File: src/hw/sd_adc_pkg.sv
// Purpose: Shared constants for the sigma-delta converter control block
// Assumes: 100 MHz system clock, Avalon-MM register access
// Notes:   Offsets are byte addresses of 32-bit words
package sd_adc_pkg;
    // ------------------------------------------------------------
    // Register map
    // ------------------------------------------------------------
    localparam logic [7:0] ADDR_ADC_CFG  = 8'h00;
    localparam logic [7:0] ADDR_MUX      = 8'h04;
    localparam logic [7:0] ADDR_STATUS   = 8'h08;
    localparam logic [7:0] ADDR_RESULT   = 8'h0c;
    localparam logic [7:0] ADDR_ZERO_CAL = 8'h10;
    localparam logic [7:0] ADDR_GAIN_CAL = 8'h14;
    localparam logic [7:0] ADDR_DAC_A    = 8'h18;
    localparam logic [7:0] ADDR_DAC_B    = 8'h1c;
    localparam logic [7:0] ADDR_SUPPLY   = 8'h20;
    localparam logic [7:0] ADDR_INT_CFG  = 8'h24;
    localparam logic [7:0] ADDR_CONV     = 8'h28;
    // ------------------------------------------------------------
    // Field positions
    // ------------------------------------------------------------
    // adc_cfg: [1:0] gain, [2] swap_polarity, [3] bipolar, [6:4] rate, [7] single
    localparam int CFG_GAIN_LO  = 0;
    localparam int CFG_GAIN_HI  = 1;
    localparam int CFG_POL      = 2;
    localparam int CFG_BIPOLAR  = 3;
    localparam int CFG_RATE_LO  = 4;
    localparam int CFG_RATE_HI  = 6;
    localparam int CFG_SINGLE   = 7;
    // status: [0] conv_ready, [1] range_fault, [2] signal_detect, [3] settled
    localparam int ST_READY     = 0;
    localparam int ST_FAULT     = 1;
    localparam int ST_DETECT    = 2;
    localparam int ST_SETTLED   = 3;
    // dac: [9:0] setting, [15] enable
    localparam int DAC_BITS     = 10;
    localparam int DAC_EN       = 15;
    // supply: [0] pump enable
    localparam int SUP_PUMP_EN  = 0;
    // int_cfg: [0] ready mask, [1] active low, [2] detect mask, [6:4] route, [10:8] threshold
    localparam int IC_RDY_EN    = 0;
    localparam int IC_ACT_LOW   = 1;
    localparam int IC_DET_EN    = 2;
    localparam int IC_ROUTE_LO  = 4;
    localparam int IC_ROUTE_HI  = 6;
    localparam int IC_THR_LO    = 8;
    localparam int IC_THR_HI    = 10;
    localparam logic [2:0] ROUTE_INT = 3'h0;
    localparam int N_USER_IO    = 4;
    // ------------------------------------------------------------
    // Reset values
    // ------------------------------------------------------------
    localparam logic [7:0]  RST_ADC_CFG = 8'h08;
    localparam logic [10:0] RST_INT_CFG = 11'h001;
    localparam logic [15:0] RST_GAIN_CAL = 16'h8000;
    // ------------------------------------------------------------
    // Filter and timing
    // ------------------------------------------------------------
    localparam int SINC_ORDER    = 4;
    localparam int SETTLE_PERIODS = 4;
    localparam int ACC_W         = 48;
    localparam int RESULT_W      = 16;
    localparam int CLK_HZ        = 100_000_000;
    localparam int XTAL_HZ       = 32_768;
    localparam int PUMP_HALF     = CLK_HZ / XTAL_HZ;
    localparam int DETECT_US     = 30;
    localparam int DETECT_CYC    = DETECT_US * (CLK_HZ / 1_000_000);
    localparam int NUM_RATES     = 8;
    localparam int MAX_SPS       = 512;
    localparam logic [3:0] THR_STEPS = 4'h4;
    localparam logic [3:0] THR_SHIFT_BASE = 4'h5;

    typedef enum logic [2:0] {
        ST_IDLE   = 3'b001,
        ST_RUN    = 3'b010,
        ST_HOLD   = 3'b100
    } conv_state_t;
endpackage
File: src/hw/sd_adc_ctrl.sv
// Purpose: Control and data path of a 16-bit sigma-delta converter
// Assumes: Modulator bit and comparator input from analog side, Avalon-MM slave
// Notes:   Decimation ratio per rate step is DECIM_BASE shifted left by the step
`timescale 1ns/1ps
module sd_adc_ctrl #(
    parameter int DECIM_BASE = 512
) (
    input  wire logic                               clock,
    input  wire logic                               reset,
    input  wire logic [7:0]                         address,
    input  wire logic                               read,
    input  wire logic                               write,
    input  wire logic [31:0]                        writedata,
    input  wire logic [3:0]                         byteenable,
    output logic [31:0]                             readdata,
    output logic                                    waitrequest,
    input  wire logic                               mod_bit,
    input  wire logic                               detect_above,
    output logic [3:0]                              pos_input_select,
    output logic [3:0]                              neg_input_select,
    output logic                                    swap_polarity,
    output logic [2:0]                              detect_threshold,
    output logic [sd_adc_pkg::DAC_BITS-1:0]         dac_a_setting,
    output logic [sd_adc_pkg::DAC_BITS-1:0]         dac_b_setting,
    output logic                                    dac_a_on,
    output logic                                    dac_b_on,
    output logic                                    pump_enable,
    output logic                                    pump_clock,
    output logic                                    irq_out,
    output logic [sd_adc_pkg::N_USER_IO-1:0]        user_io_pin,
    output logic [sd_adc_pkg::N_USER_IO-1:0]        user_io_pin_oe
);
    import sd_adc_pkg::*;

    // ------------------------------------------------------------
    // State
    // ------------------------------------------------------------
    typedef struct packed {
        logic [7:0]           cfg;
        logic [7:0]           mux;
        logic [10:0]          icfg;
        logic [15:0]          zero_cal;
        logic [15:0]          gain_cal;
        logic [15:0]          dac_a;
        logic [15:0]          dac_b;
        logic                 pump_en;
        logic [1:0]           mod_sync;
        logic [1:0]           det_sync;
        logic [ACC_W-1:0]     i1;
        logic [ACC_W-1:0]     i2;
        logic [ACC_W-1:0]     i3;
        logic [ACC_W-1:0]     i4;
        logic [ACC_W-1:0]     c1;
        logic [ACC_W-1:0]     c2;
        logic [ACC_W-1:0]     c3;
        logic [ACC_W-1:0]     c4;
        logic [15:0]          dcnt;
        logic [2:0]           settle;
        logic [RESULT_W-1:0]  result;
        logic                 ready;
        logic                 fault;
        logic                 detect;
        logic [15:0]          det_cnt;
        logic [11:0]          pump_cnt;
        logic                 pump_clk;
        conv_state_t          state;
        logic [31:0]          rdata;
        logic                 ack;
    } state_t;

    state_t s_q;
    state_t s_d;

    // Decimation ratio per rate step: DECIM_BASE at step 0, doubling per step
    function automatic logic [15:0] decim_of(input logic [2:0] rate);
        decim_of = 16'(DECIM_BASE << rate);
    endfunction

    // Normalising shift: sinc4 gain is N^4, bit growth 4*log2(N)
    function automatic logic [5:0] shift_of(input logic [2:0] rate, input logic [1:0] gain);
        logic [5:0] lg;
        lg = 6'($clog2(DECIM_BASE)) + 6'(rate);
        shift_of = 6'(SINC_ORDER) * lg - 6'(RESULT_W - 1) - 6'(gain);
    endfunction

    logic                 sel;
    logic                 bus_req;
    logic [ACC_W-1:0]     filt;
    logic signed [ACC_W-1:0] scaled;
    logic signed [ACC_W-1:0] corr;
    logic signed [ACC_W-1:0] full_max;
    logic signed [ACC_W-1:0] full_min;
    logic                 conv_out;
    logic                 cfg_change;
    logic [15:0]          merged;
    logic                 wr_en;
    logic                 rdy_set;
    logic                 flt_set;
    logic signed [ACC_W-1:0] zero_ext;

    assign bus_req = (read | write) & ~s_q.ack;
    // Writes commit at the edge where waitrequest is sampled low
    assign wr_en   = write & s_q.ack;

    // ------------------------------------------------------------
    // Next state
    // ------------------------------------------------------------
    always_comb begin
        s_d = s_q;
        sel = 1'b0;
        filt = '0;
        scaled = '0;
        corr = '0;
        full_max = '0;
        full_min = '0;
        conv_out = 1'b0;
        cfg_change = 1'b0;
        merged = '0;
        rdy_set = 1'b0;
        flt_set = 1'b0;
        zero_ext = '0;
        s_d.ack = bus_req;
        s_d.rdata = '0;

        // Synchronisers
        s_d.mod_sync = {s_q.mod_sync[0], mod_bit};
        s_d.det_sync = {s_q.det_sync[0], detect_above};

        // Sinc4 integrators on +1/-1 bitstream
        sel = s_q.mod_sync[1];
        s_d.i1 = s_q.i1 + (sel ? ACC_W'(1) : {ACC_W{1'b1}});
        s_d.i2 = s_q.i2 + s_q.i1;
        s_d.i3 = s_q.i3 + s_q.i2;
        s_d.i4 = s_q.i4 + s_q.i3;

        // Decimation and comb section
        if (s_q.dcnt == 16'h0001 || s_q.dcnt == 16'h0000) begin
            s_d.dcnt = decim_of(s_q.cfg[CFG_RATE_HI:CFG_RATE_LO]);
            s_d.c1 = s_q.i4;
            s_d.c2 = s_q.i4 - s_q.c1;
            s_d.c3 = (s_q.i4 - s_q.c1) - s_q.c2;
            s_d.c4 = ((s_q.i4 - s_q.c1) - s_q.c2) - s_q.c3;
            filt = (((s_q.i4 - s_q.c1) - s_q.c2) - s_q.c3) - s_q.c4;
            conv_out = 1'b1;
        end else begin
            s_d.dcnt = s_q.dcnt - 16'h0001;
        end

        // Gain, calibration, range handling
        scaled = $signed(filt) >>> shift_of(s_q.cfg[CFG_RATE_HI:CFG_RATE_LO],
                                             s_q.cfg[CFG_GAIN_HI:CFG_GAIN_LO]);
        if (s_q.cfg[CFG_POL]) begin
            scaled = -scaled;
        end
        zero_ext = $signed({{(ACC_W-16){s_q.zero_cal[15]}}, s_q.zero_cal});
        corr = (scaled * $signed({1'b0, s_q.gain_cal})) >>> (RESULT_W - 1);
        if (s_q.cfg[CFG_BIPOLAR]) begin
            full_max = ACC_W'(16'sh7fff);
            full_min = ACC_W'(16'sh8000);
            corr = corr + zero_ext;
        end else begin
            // Unipolar spans zero to reference, so the code step is halved
            full_max = ACC_W'(17'h0ffff);
            full_min = '0;
            corr = (corr <<< 1) + zero_ext;
        end

        if (conv_out) begin
            case (s_q.state)
                ST_IDLE: begin
                    s_d.settle = 3'(SETTLE_PERIODS);
                end
                ST_RUN, ST_HOLD: begin
                    if (s_q.settle != 3'h0) begin
                        s_d.settle = s_q.settle - 3'h1;
                    end
                    // First output taken only after four complete periods
                    if (s_q.settle == 3'h0) begin
                        if (corr > full_max) begin
                            s_d.result = RESULT_W'(full_max);
                            s_d.fault = 1'b1;
                            flt_set = 1'b1;
                        end else if (corr < full_min) begin
                            s_d.result = RESULT_W'(full_min);
                            s_d.fault = 1'b1;
                            flt_set = 1'b1;
                        end else begin
                            s_d.result = RESULT_W'(corr);
                        end
                        s_d.ready = 1'b1;
                        rdy_set = 1'b1;
                        if (s_q.cfg[CFG_SINGLE]) begin
                            s_d.state = ST_HOLD;
                        end
                    end
                end
                default: s_d.state = ST_IDLE;
            endcase
        end
        if (s_q.state == ST_HOLD && s_q.settle == 3'h0) begin
            s_d.state = ST_IDLE;
        end

        // Signal detect with bounded response
        if (s_q.det_sync[1] && s_q.icfg[IC_DET_EN]) begin
            s_d.detect = 1'b1;
        end

        // Charge pump clock: crystal rate halved
        if (s_q.pump_en) begin
            if (s_q.pump_cnt >= 12'(PUMP_HALF - 1)) begin
                s_d.pump_cnt = '0;
                s_d.pump_clk = ~s_q.pump_clk;
            end else begin
                s_d.pump_cnt = s_q.pump_cnt + 12'h001;
            end
        end else begin
            s_d.pump_cnt = '0;
            s_d.pump_clk = 1'b0;
        end

        // ------------------------------------------------------------
        // Register bus
        // ------------------------------------------------------------
        if (wr_en) begin
            merged = writedata[15:0];
            if (address == ADDR_ADC_CFG) begin
                if (byteenable[0]) begin
                    s_d.cfg = writedata[7:0];
                    cfg_change = 1'b1;
                end
            end else if (address == ADDR_MUX) begin
                if (byteenable[0]) begin
                    s_d.mux = writedata[7:0];
                    cfg_change = 1'b1;
                end
            end else if (address == ADDR_STATUS) begin
                // Write one to clear; a new event in the same cycle wins
                if (byteenable[0]) begin
                    if (writedata[ST_READY] && !rdy_set) s_d.ready = 1'b0;
                    if (writedata[ST_FAULT] && !flt_set) s_d.fault = 1'b0;
                    if (writedata[ST_DETECT] && !(s_q.det_sync[1] && s_q.icfg[IC_DET_EN])) s_d.detect = 1'b0;
                end
            end else if (address == ADDR_ZERO_CAL) begin
                if (byteenable[1:0] == 2'b11) s_d.zero_cal = merged;
            end else if (address == ADDR_GAIN_CAL) begin
                if (byteenable[1:0] == 2'b11) s_d.gain_cal = merged;
            end else if (address == ADDR_DAC_A) begin
                if (byteenable[1:0] == 2'b11) s_d.dac_a = merged;
            end else if (address == ADDR_DAC_B) begin
                if (byteenable[1:0] == 2'b11) s_d.dac_b = merged;
            end else if (address == ADDR_SUPPLY) begin
                if (byteenable[0]) s_d.pump_en = writedata[SUP_PUMP_EN];
            end else if (address == ADDR_INT_CFG) begin
                if (byteenable[1:0] == 2'b11) s_d.icfg = writedata[10:0];
            end else if (address == ADDR_CONV) begin
                cfg_change = 1'b1;
            end
        end
        if (cfg_change) begin
            s_d.state = ST_RUN;
            s_d.settle = 3'(SETTLE_PERIODS);
        end

        if (bus_req && read) begin
            if (address == ADDR_ADC_CFG) begin
                s_d.rdata = 32'(s_q.cfg);
            end else if (address == ADDR_MUX) begin
                s_d.rdata = 32'(s_q.mux);
            end else if (address == ADDR_STATUS) begin
                s_d.rdata = 32'({(s_q.settle == 3'h0), s_q.detect, s_q.fault, s_q.ready});
            end else if (address == ADDR_RESULT) begin
                s_d.rdata = 32'(s_q.result);
            end else if (address == ADDR_ZERO_CAL) begin
                s_d.rdata = 32'(s_q.zero_cal);
            end else if (address == ADDR_GAIN_CAL) begin
                s_d.rdata = 32'(s_q.gain_cal);
            end else if (address == ADDR_DAC_A) begin
                s_d.rdata = 32'(s_q.dac_a);
            end else if (address == ADDR_DAC_B) begin
                s_d.rdata = 32'(s_q.dac_b);
            end else if (address == ADDR_SUPPLY) begin
                s_d.rdata = 32'(s_q.pump_en);
            end else if (address == ADDR_INT_CFG) begin
                s_d.rdata = 32'(s_q.icfg);
            end else begin
                s_d.rdata = 32'h0000_0000;
            end
        end
    end

    always_ff @(posedge clock) begin
        if (reset) begin
            s_q <= '0;
            s_q.cfg <= RST_ADC_CFG;
            s_q.icfg <= RST_INT_CFG;
            s_q.gain_cal <= RST_GAIN_CAL;
            s_q.dac_a <= '0;
            s_q.dac_b <= '0;
            s_q.pump_en <= 1'b0;
            s_q.state <= ST_RUN;
            s_q.settle <= 3'(SETTLE_PERIODS);
        end else begin
            s_q <= s_d;
        end
    end

    // ------------------------------------------------------------
    // Outputs
    // ------------------------------------------------------------
    logic ready_int;
    logic irq_level;
    logic [2:0] route;

    assign route = s_q.icfg[IC_ROUTE_HI:IC_ROUTE_LO];
    assign ready_int = s_q.ready & s_q.icfg[IC_RDY_EN] & (route == ROUTE_INT);
    assign irq_level = ready_int | s_q.detect;
    assign irq_out = irq_level ^ s_q.icfg[IC_ACT_LOW];

    always_comb begin
        user_io_pin = '0;
        user_io_pin_oe = '0;
        for (int k = 0; k < N_USER_IO; k++) begin
            if (route == 3'(k + 1)) begin
                user_io_pin[k] = s_q.ready;
                user_io_pin_oe[k] = 1'b1;
            end
        end
    end

    assign readdata         = s_q.rdata;
    assign waitrequest      = bus_req;
    assign pos_input_select = s_q.mux[3:0];
    assign neg_input_select = s_q.mux[7:4];
    assign swap_polarity    = s_q.cfg[CFG_POL];
    assign detect_threshold = (s_q.icfg[IC_THR_HI:IC_THR_LO] > 3'(THR_STEPS)) ? 3'(THR_STEPS)
                              : s_q.icfg[IC_THR_HI:IC_THR_LO];
    assign dac_a_setting    = s_q.dac_a[DAC_BITS-1:0];
    assign dac_b_setting    = s_q.dac_b[DAC_BITS-1:0];
    assign dac_a_on         = s_q.dac_a[DAC_EN];
    assign dac_b_on         = s_q.dac_b[DAC_EN];
    assign pump_enable      = s_q.pump_en;
    assign pump_clock       = s_q.pump_clk;
endmodule

File: config.mk
export PLATFORM = sky130hd
export DESIGN_NAME = sd_adc_ctrl
export DESIGN_NICKNAME = d
export VERILOG_FILES = /design/src/hw/sd_adc_pkg.sv /design/src/hw/sd_adc_ctrl.sv
export SDC_FILE = /design/constraint.sdc
export NUM_CORES = 2
export LEC_CHECK = 0
export ABC_AREA = 1
export BUFFER_PORTS_ARGS = -buffer_cell sky130_fd_sc_hd__buf_2
export CAP_MARGIN = 10
export CELL_PAD_IN_SITES_DETAIL_PLACEMENT = 1
export CELL_PAD_IN_SITES_GLOBAL_PLACEMENT = 2
export CORE_MARGIN = 2
export CORE_UTILIZATION = 40
export CTS_BUF_LIST = sky130_fd_sc_hd__clkbuf_16
export DETAILED_ROUTE_END_ITERATION = 7
export GPL_TIMING_DRIVEN = 0
export MAX_ROUTING_LAYER = met4
export PLACE_DENSITY_LB_ADDON = 0.08
export SYNTH_ARGS = -nofsm -noshare
export SYNTH_HDL_FRONTEND = slang
export SYNTH_SLANG_ARGS = --single-unit
export TNS_END_PERCENT = 10
File: constraint.sdc
create_clock -name clock -period 54.6 [get_ports clock]
set_input_delay 2.73 -clock clock [delete_from_list [all_inputs] [get_ports clock]]
set_output_delay 2.73 -clock clock [all_outputs]
set_load 0.05 [all_outputs]
==> metrics.yaml <==
status: "finished, final reports clean"
r2r-end: "s_q[70]"
routabilityCongestion: 0.9926
worst_setup_path_end_kind: "flip-flop"
drtAntennaViolNets: 0
hold_path_class: "flip-flop to flip-flop"
hpwlAfterDp_um: 218100
arrival_ps: 25900
holdPathStages: 2
grt_pass1_wl_um: 400700
r2r_cells: 119
synth_edf_count: 0
required_ps: 55150
grt_overflow: 0
wirelength_um: 259900
insertion_delay_ps: 680
vias_per_cell: 5.465
finalNetCount: 10960
ys.flop_type: "dfxtp_1"
crit_path_start_kind: "flip-flop"
r2r_start: "s_q[295]"
layout_common_cells: "nand2_1 (2,127), inv_1 (1,512), a21oi_1 (932)"
cts_sinks: 551
hold_viol_final: 0
fillCellCount: 21370
skew_ps: 48.97
cts_htree_levels: 3
area_growth_pct: 8.348
cts_buffers: 68
regToRegSetupSlack_ps: 29250
tightest_slew_ps: 1237
die_width_um: 408.2
synth_top_area_share_pct: 16.88
synth_top_area_cell: "dfxtp_1"
grt_usage_pct: 31.71
core_area_sq_um: 162600
slew_headroom_pct: 17.56
cap_violations: 0
drv_slew: 0
critPathSlowestCell: "clkbuf_1"
min_to: "s_q[488]"
die_h_um: 408.2
num_rows: 148
clkTransAtPathRegs_ps: 60
drive_above_1_share_pct: 4.914
yosysWarnings: 0
path_class: "flip-flop to flip-flop"
drtPass1Iterations: 6
ctsResizeCount: 0
drc: 0
grt_max_degree: 40
ys_types: 79
ctsHoldBuffers: 0
setup_violations: 0
mostFrequentLayoutCell: "nand2_1"
rsz0062_at_grt: "no"
syn-cell-area_sq_um: 65360
cts_tree: "built"
port_buffers: 92
path_max_fanout: 10
antenna_found_initial: 9
fin_crit_sh_pct: 46.43
ios: 128
seq_area_frac_synth_pct: 16.88
initial_core_util_pct: 40.20
drt-wirelength-per-cell_um: 21.58
drt_iter0_markers: 4181
max_freq_ghz: 0.03944
synth-async-reset-ratio_pct: 0
min_from: "s_d[488]"
clockRootBuffer: "clkbuf_16"
dieArea_sq_um: 166700
slowest_delay_ps: 760
grt_pass1_vias: 67870
yosys-top-cells-area: "dfxtp_1 (17%), fa_1 (16%), nand2_1 (12%), ha_1 (11%), inv_1 (8.6%)"
synth_cells: 9639
syn_avg_cell_area_sq_um: 6.781
num_vias: 65830
post_cts_buffers: 0
ctsLongestPathBuffers: 3
layout_min_cycle_time_ps: 25350
timing.setup.tns_ps: 0
synth-seq-cells: 551
crit_top_cell: "nand2_1"
-- synth_stat cells, types with 18 or more instances --
library cell  number
nand2_2           33
clkbuf_1         230
clkinv_1          24
ha_1             552
a21boi_1          18
o21bai_1          32
o211ai_1          33
nor3_1            59
inv_2             31
xnor2_1           80
nand3b_1          18
nand3_1          495
nor2_1           731
a31oi_1           51
o22ai_1           42
xor2_1           127
o21ai_0          746
o31ai_1           18
inv_1           1505
or2_2             50
buf_1             49
nand2_1         2127
buf_2             35
a21o_1            25
buf_4             64
a21oi_1          932
o21a_1            66
fa_1             536
nand3_2           20
dfxtp_1          551
nand4_1           85
o21ai_1          100
-- through the flow --
stage / area, sq um / util (%) / hold slack [ps] / std cells / worst slack (ps)
2_1_floorplan: 65420 / - / 388.3 / 9654 / 36180
3_3_place_gp: 68600 / 42.19 / 391.5 / 11920 / 29850
3_5_place_dp: 68650 / 42.22 / 397.0 / 11920 / 29560
4_1_cts: 70800 / 43.54 / 405.9 / 12040 / 29410
5_1_grt: 70820 / 43.56 / 425.3 / 12050 / 27340
6_report: 70820 / 43.56 / 402.5 / 12050 / 29250
-- final cells by class --
cell class                      instances  area (sq um)  area share [%]
Buffer                                380          1727           2.438
Timing Repair Buffer                   96         525.5          0.7420
Antenna cell                            2         5.005        0.007067
Tap cell                             2175          2721           3.843
Inverter                             1564          5878           8.300
Clock buffer                           69          1727           2.438
Clock inverter                         50         420.4          0.5936
Multi-Input combinational cell       7159         46780           66.06
Sequential cell                       551         11030           15.58
-- cell families (layout without fill, tap and decap cells) --
group                    Yosys count  count (layout)  share of synthesized area, %
flip-flops                       551             551                         16.88
AO/OA/AOI/OAI                   2150            2150                         17.93
buffers and inverters           1944            2159                         11.63
other                              1              18                      0.005737
multiplexers                      12              12                        0.1838
XOR/XNOR                         209             209                         2.824
adder cells (fa/ha/maj)         1088            1088                         26.98
AND/OR/NAND/NOR                 3684            3684                         23.56
-- flip-flops by register name, summed over array words and instances, names as in the netlist --
signal	count
s_q	497
readdata	16
dac_a_setting	10
dac_b_setting	10
neg_input_select	4
pos_input_select	4
route	3
s_d	2
dac_a_on	1
dac_b_on	1
pump_clock	1
pump_enable	1
swap_polarity	1
-- worst max-delay path, delay by kind of cell, from the launching register on --
| family | cells | cell delay [ps] |
|---|---|---|
| buffers and inverters | 16 | 2570 |
| adders and majority gates | 14 | 5770 |
| AOI/OAI and AO/OA | 37 | 8070 |
| DFF | 1 | 320 |
| and+or+nand+nor | 48 | 7460 |
| xor gates and xnor gates | 4 | 980 |
-- layer usage --
layer	vias up	global-route usage, %	wire length, um
met5	-	-	0
met4	0	8.379	7659
met3	375	4.870	14700
met2	1499	49.24	114800
met1	32540	42.94	122700
li1	31410	-	-
-- how the worst max path moves through the flow --
| stage | end | slack [ps] | cells past startpoint | start |
|---|---|---|---|---|
| floorplan | s_q[70] | 36180 | 123 | s_q[295] |
| CTS | s_q[70] | 29410 | 119 | s_q[295] |
| global route | s_q[71] | 27340 | 124 | s_q[295] |
| detailed placement | s_q[70] | 29560 | 119 | s_q[295] |
| finish | s_q[70] | 29250 | 119 | s_q[295] |
| global placement | s_q[80] | 29850 | 121 | s_q[295] |
Power is left out: the tool's default activity adds up to more than one toggle a clock period on the data nets, which glitch-free logic cannot reach.
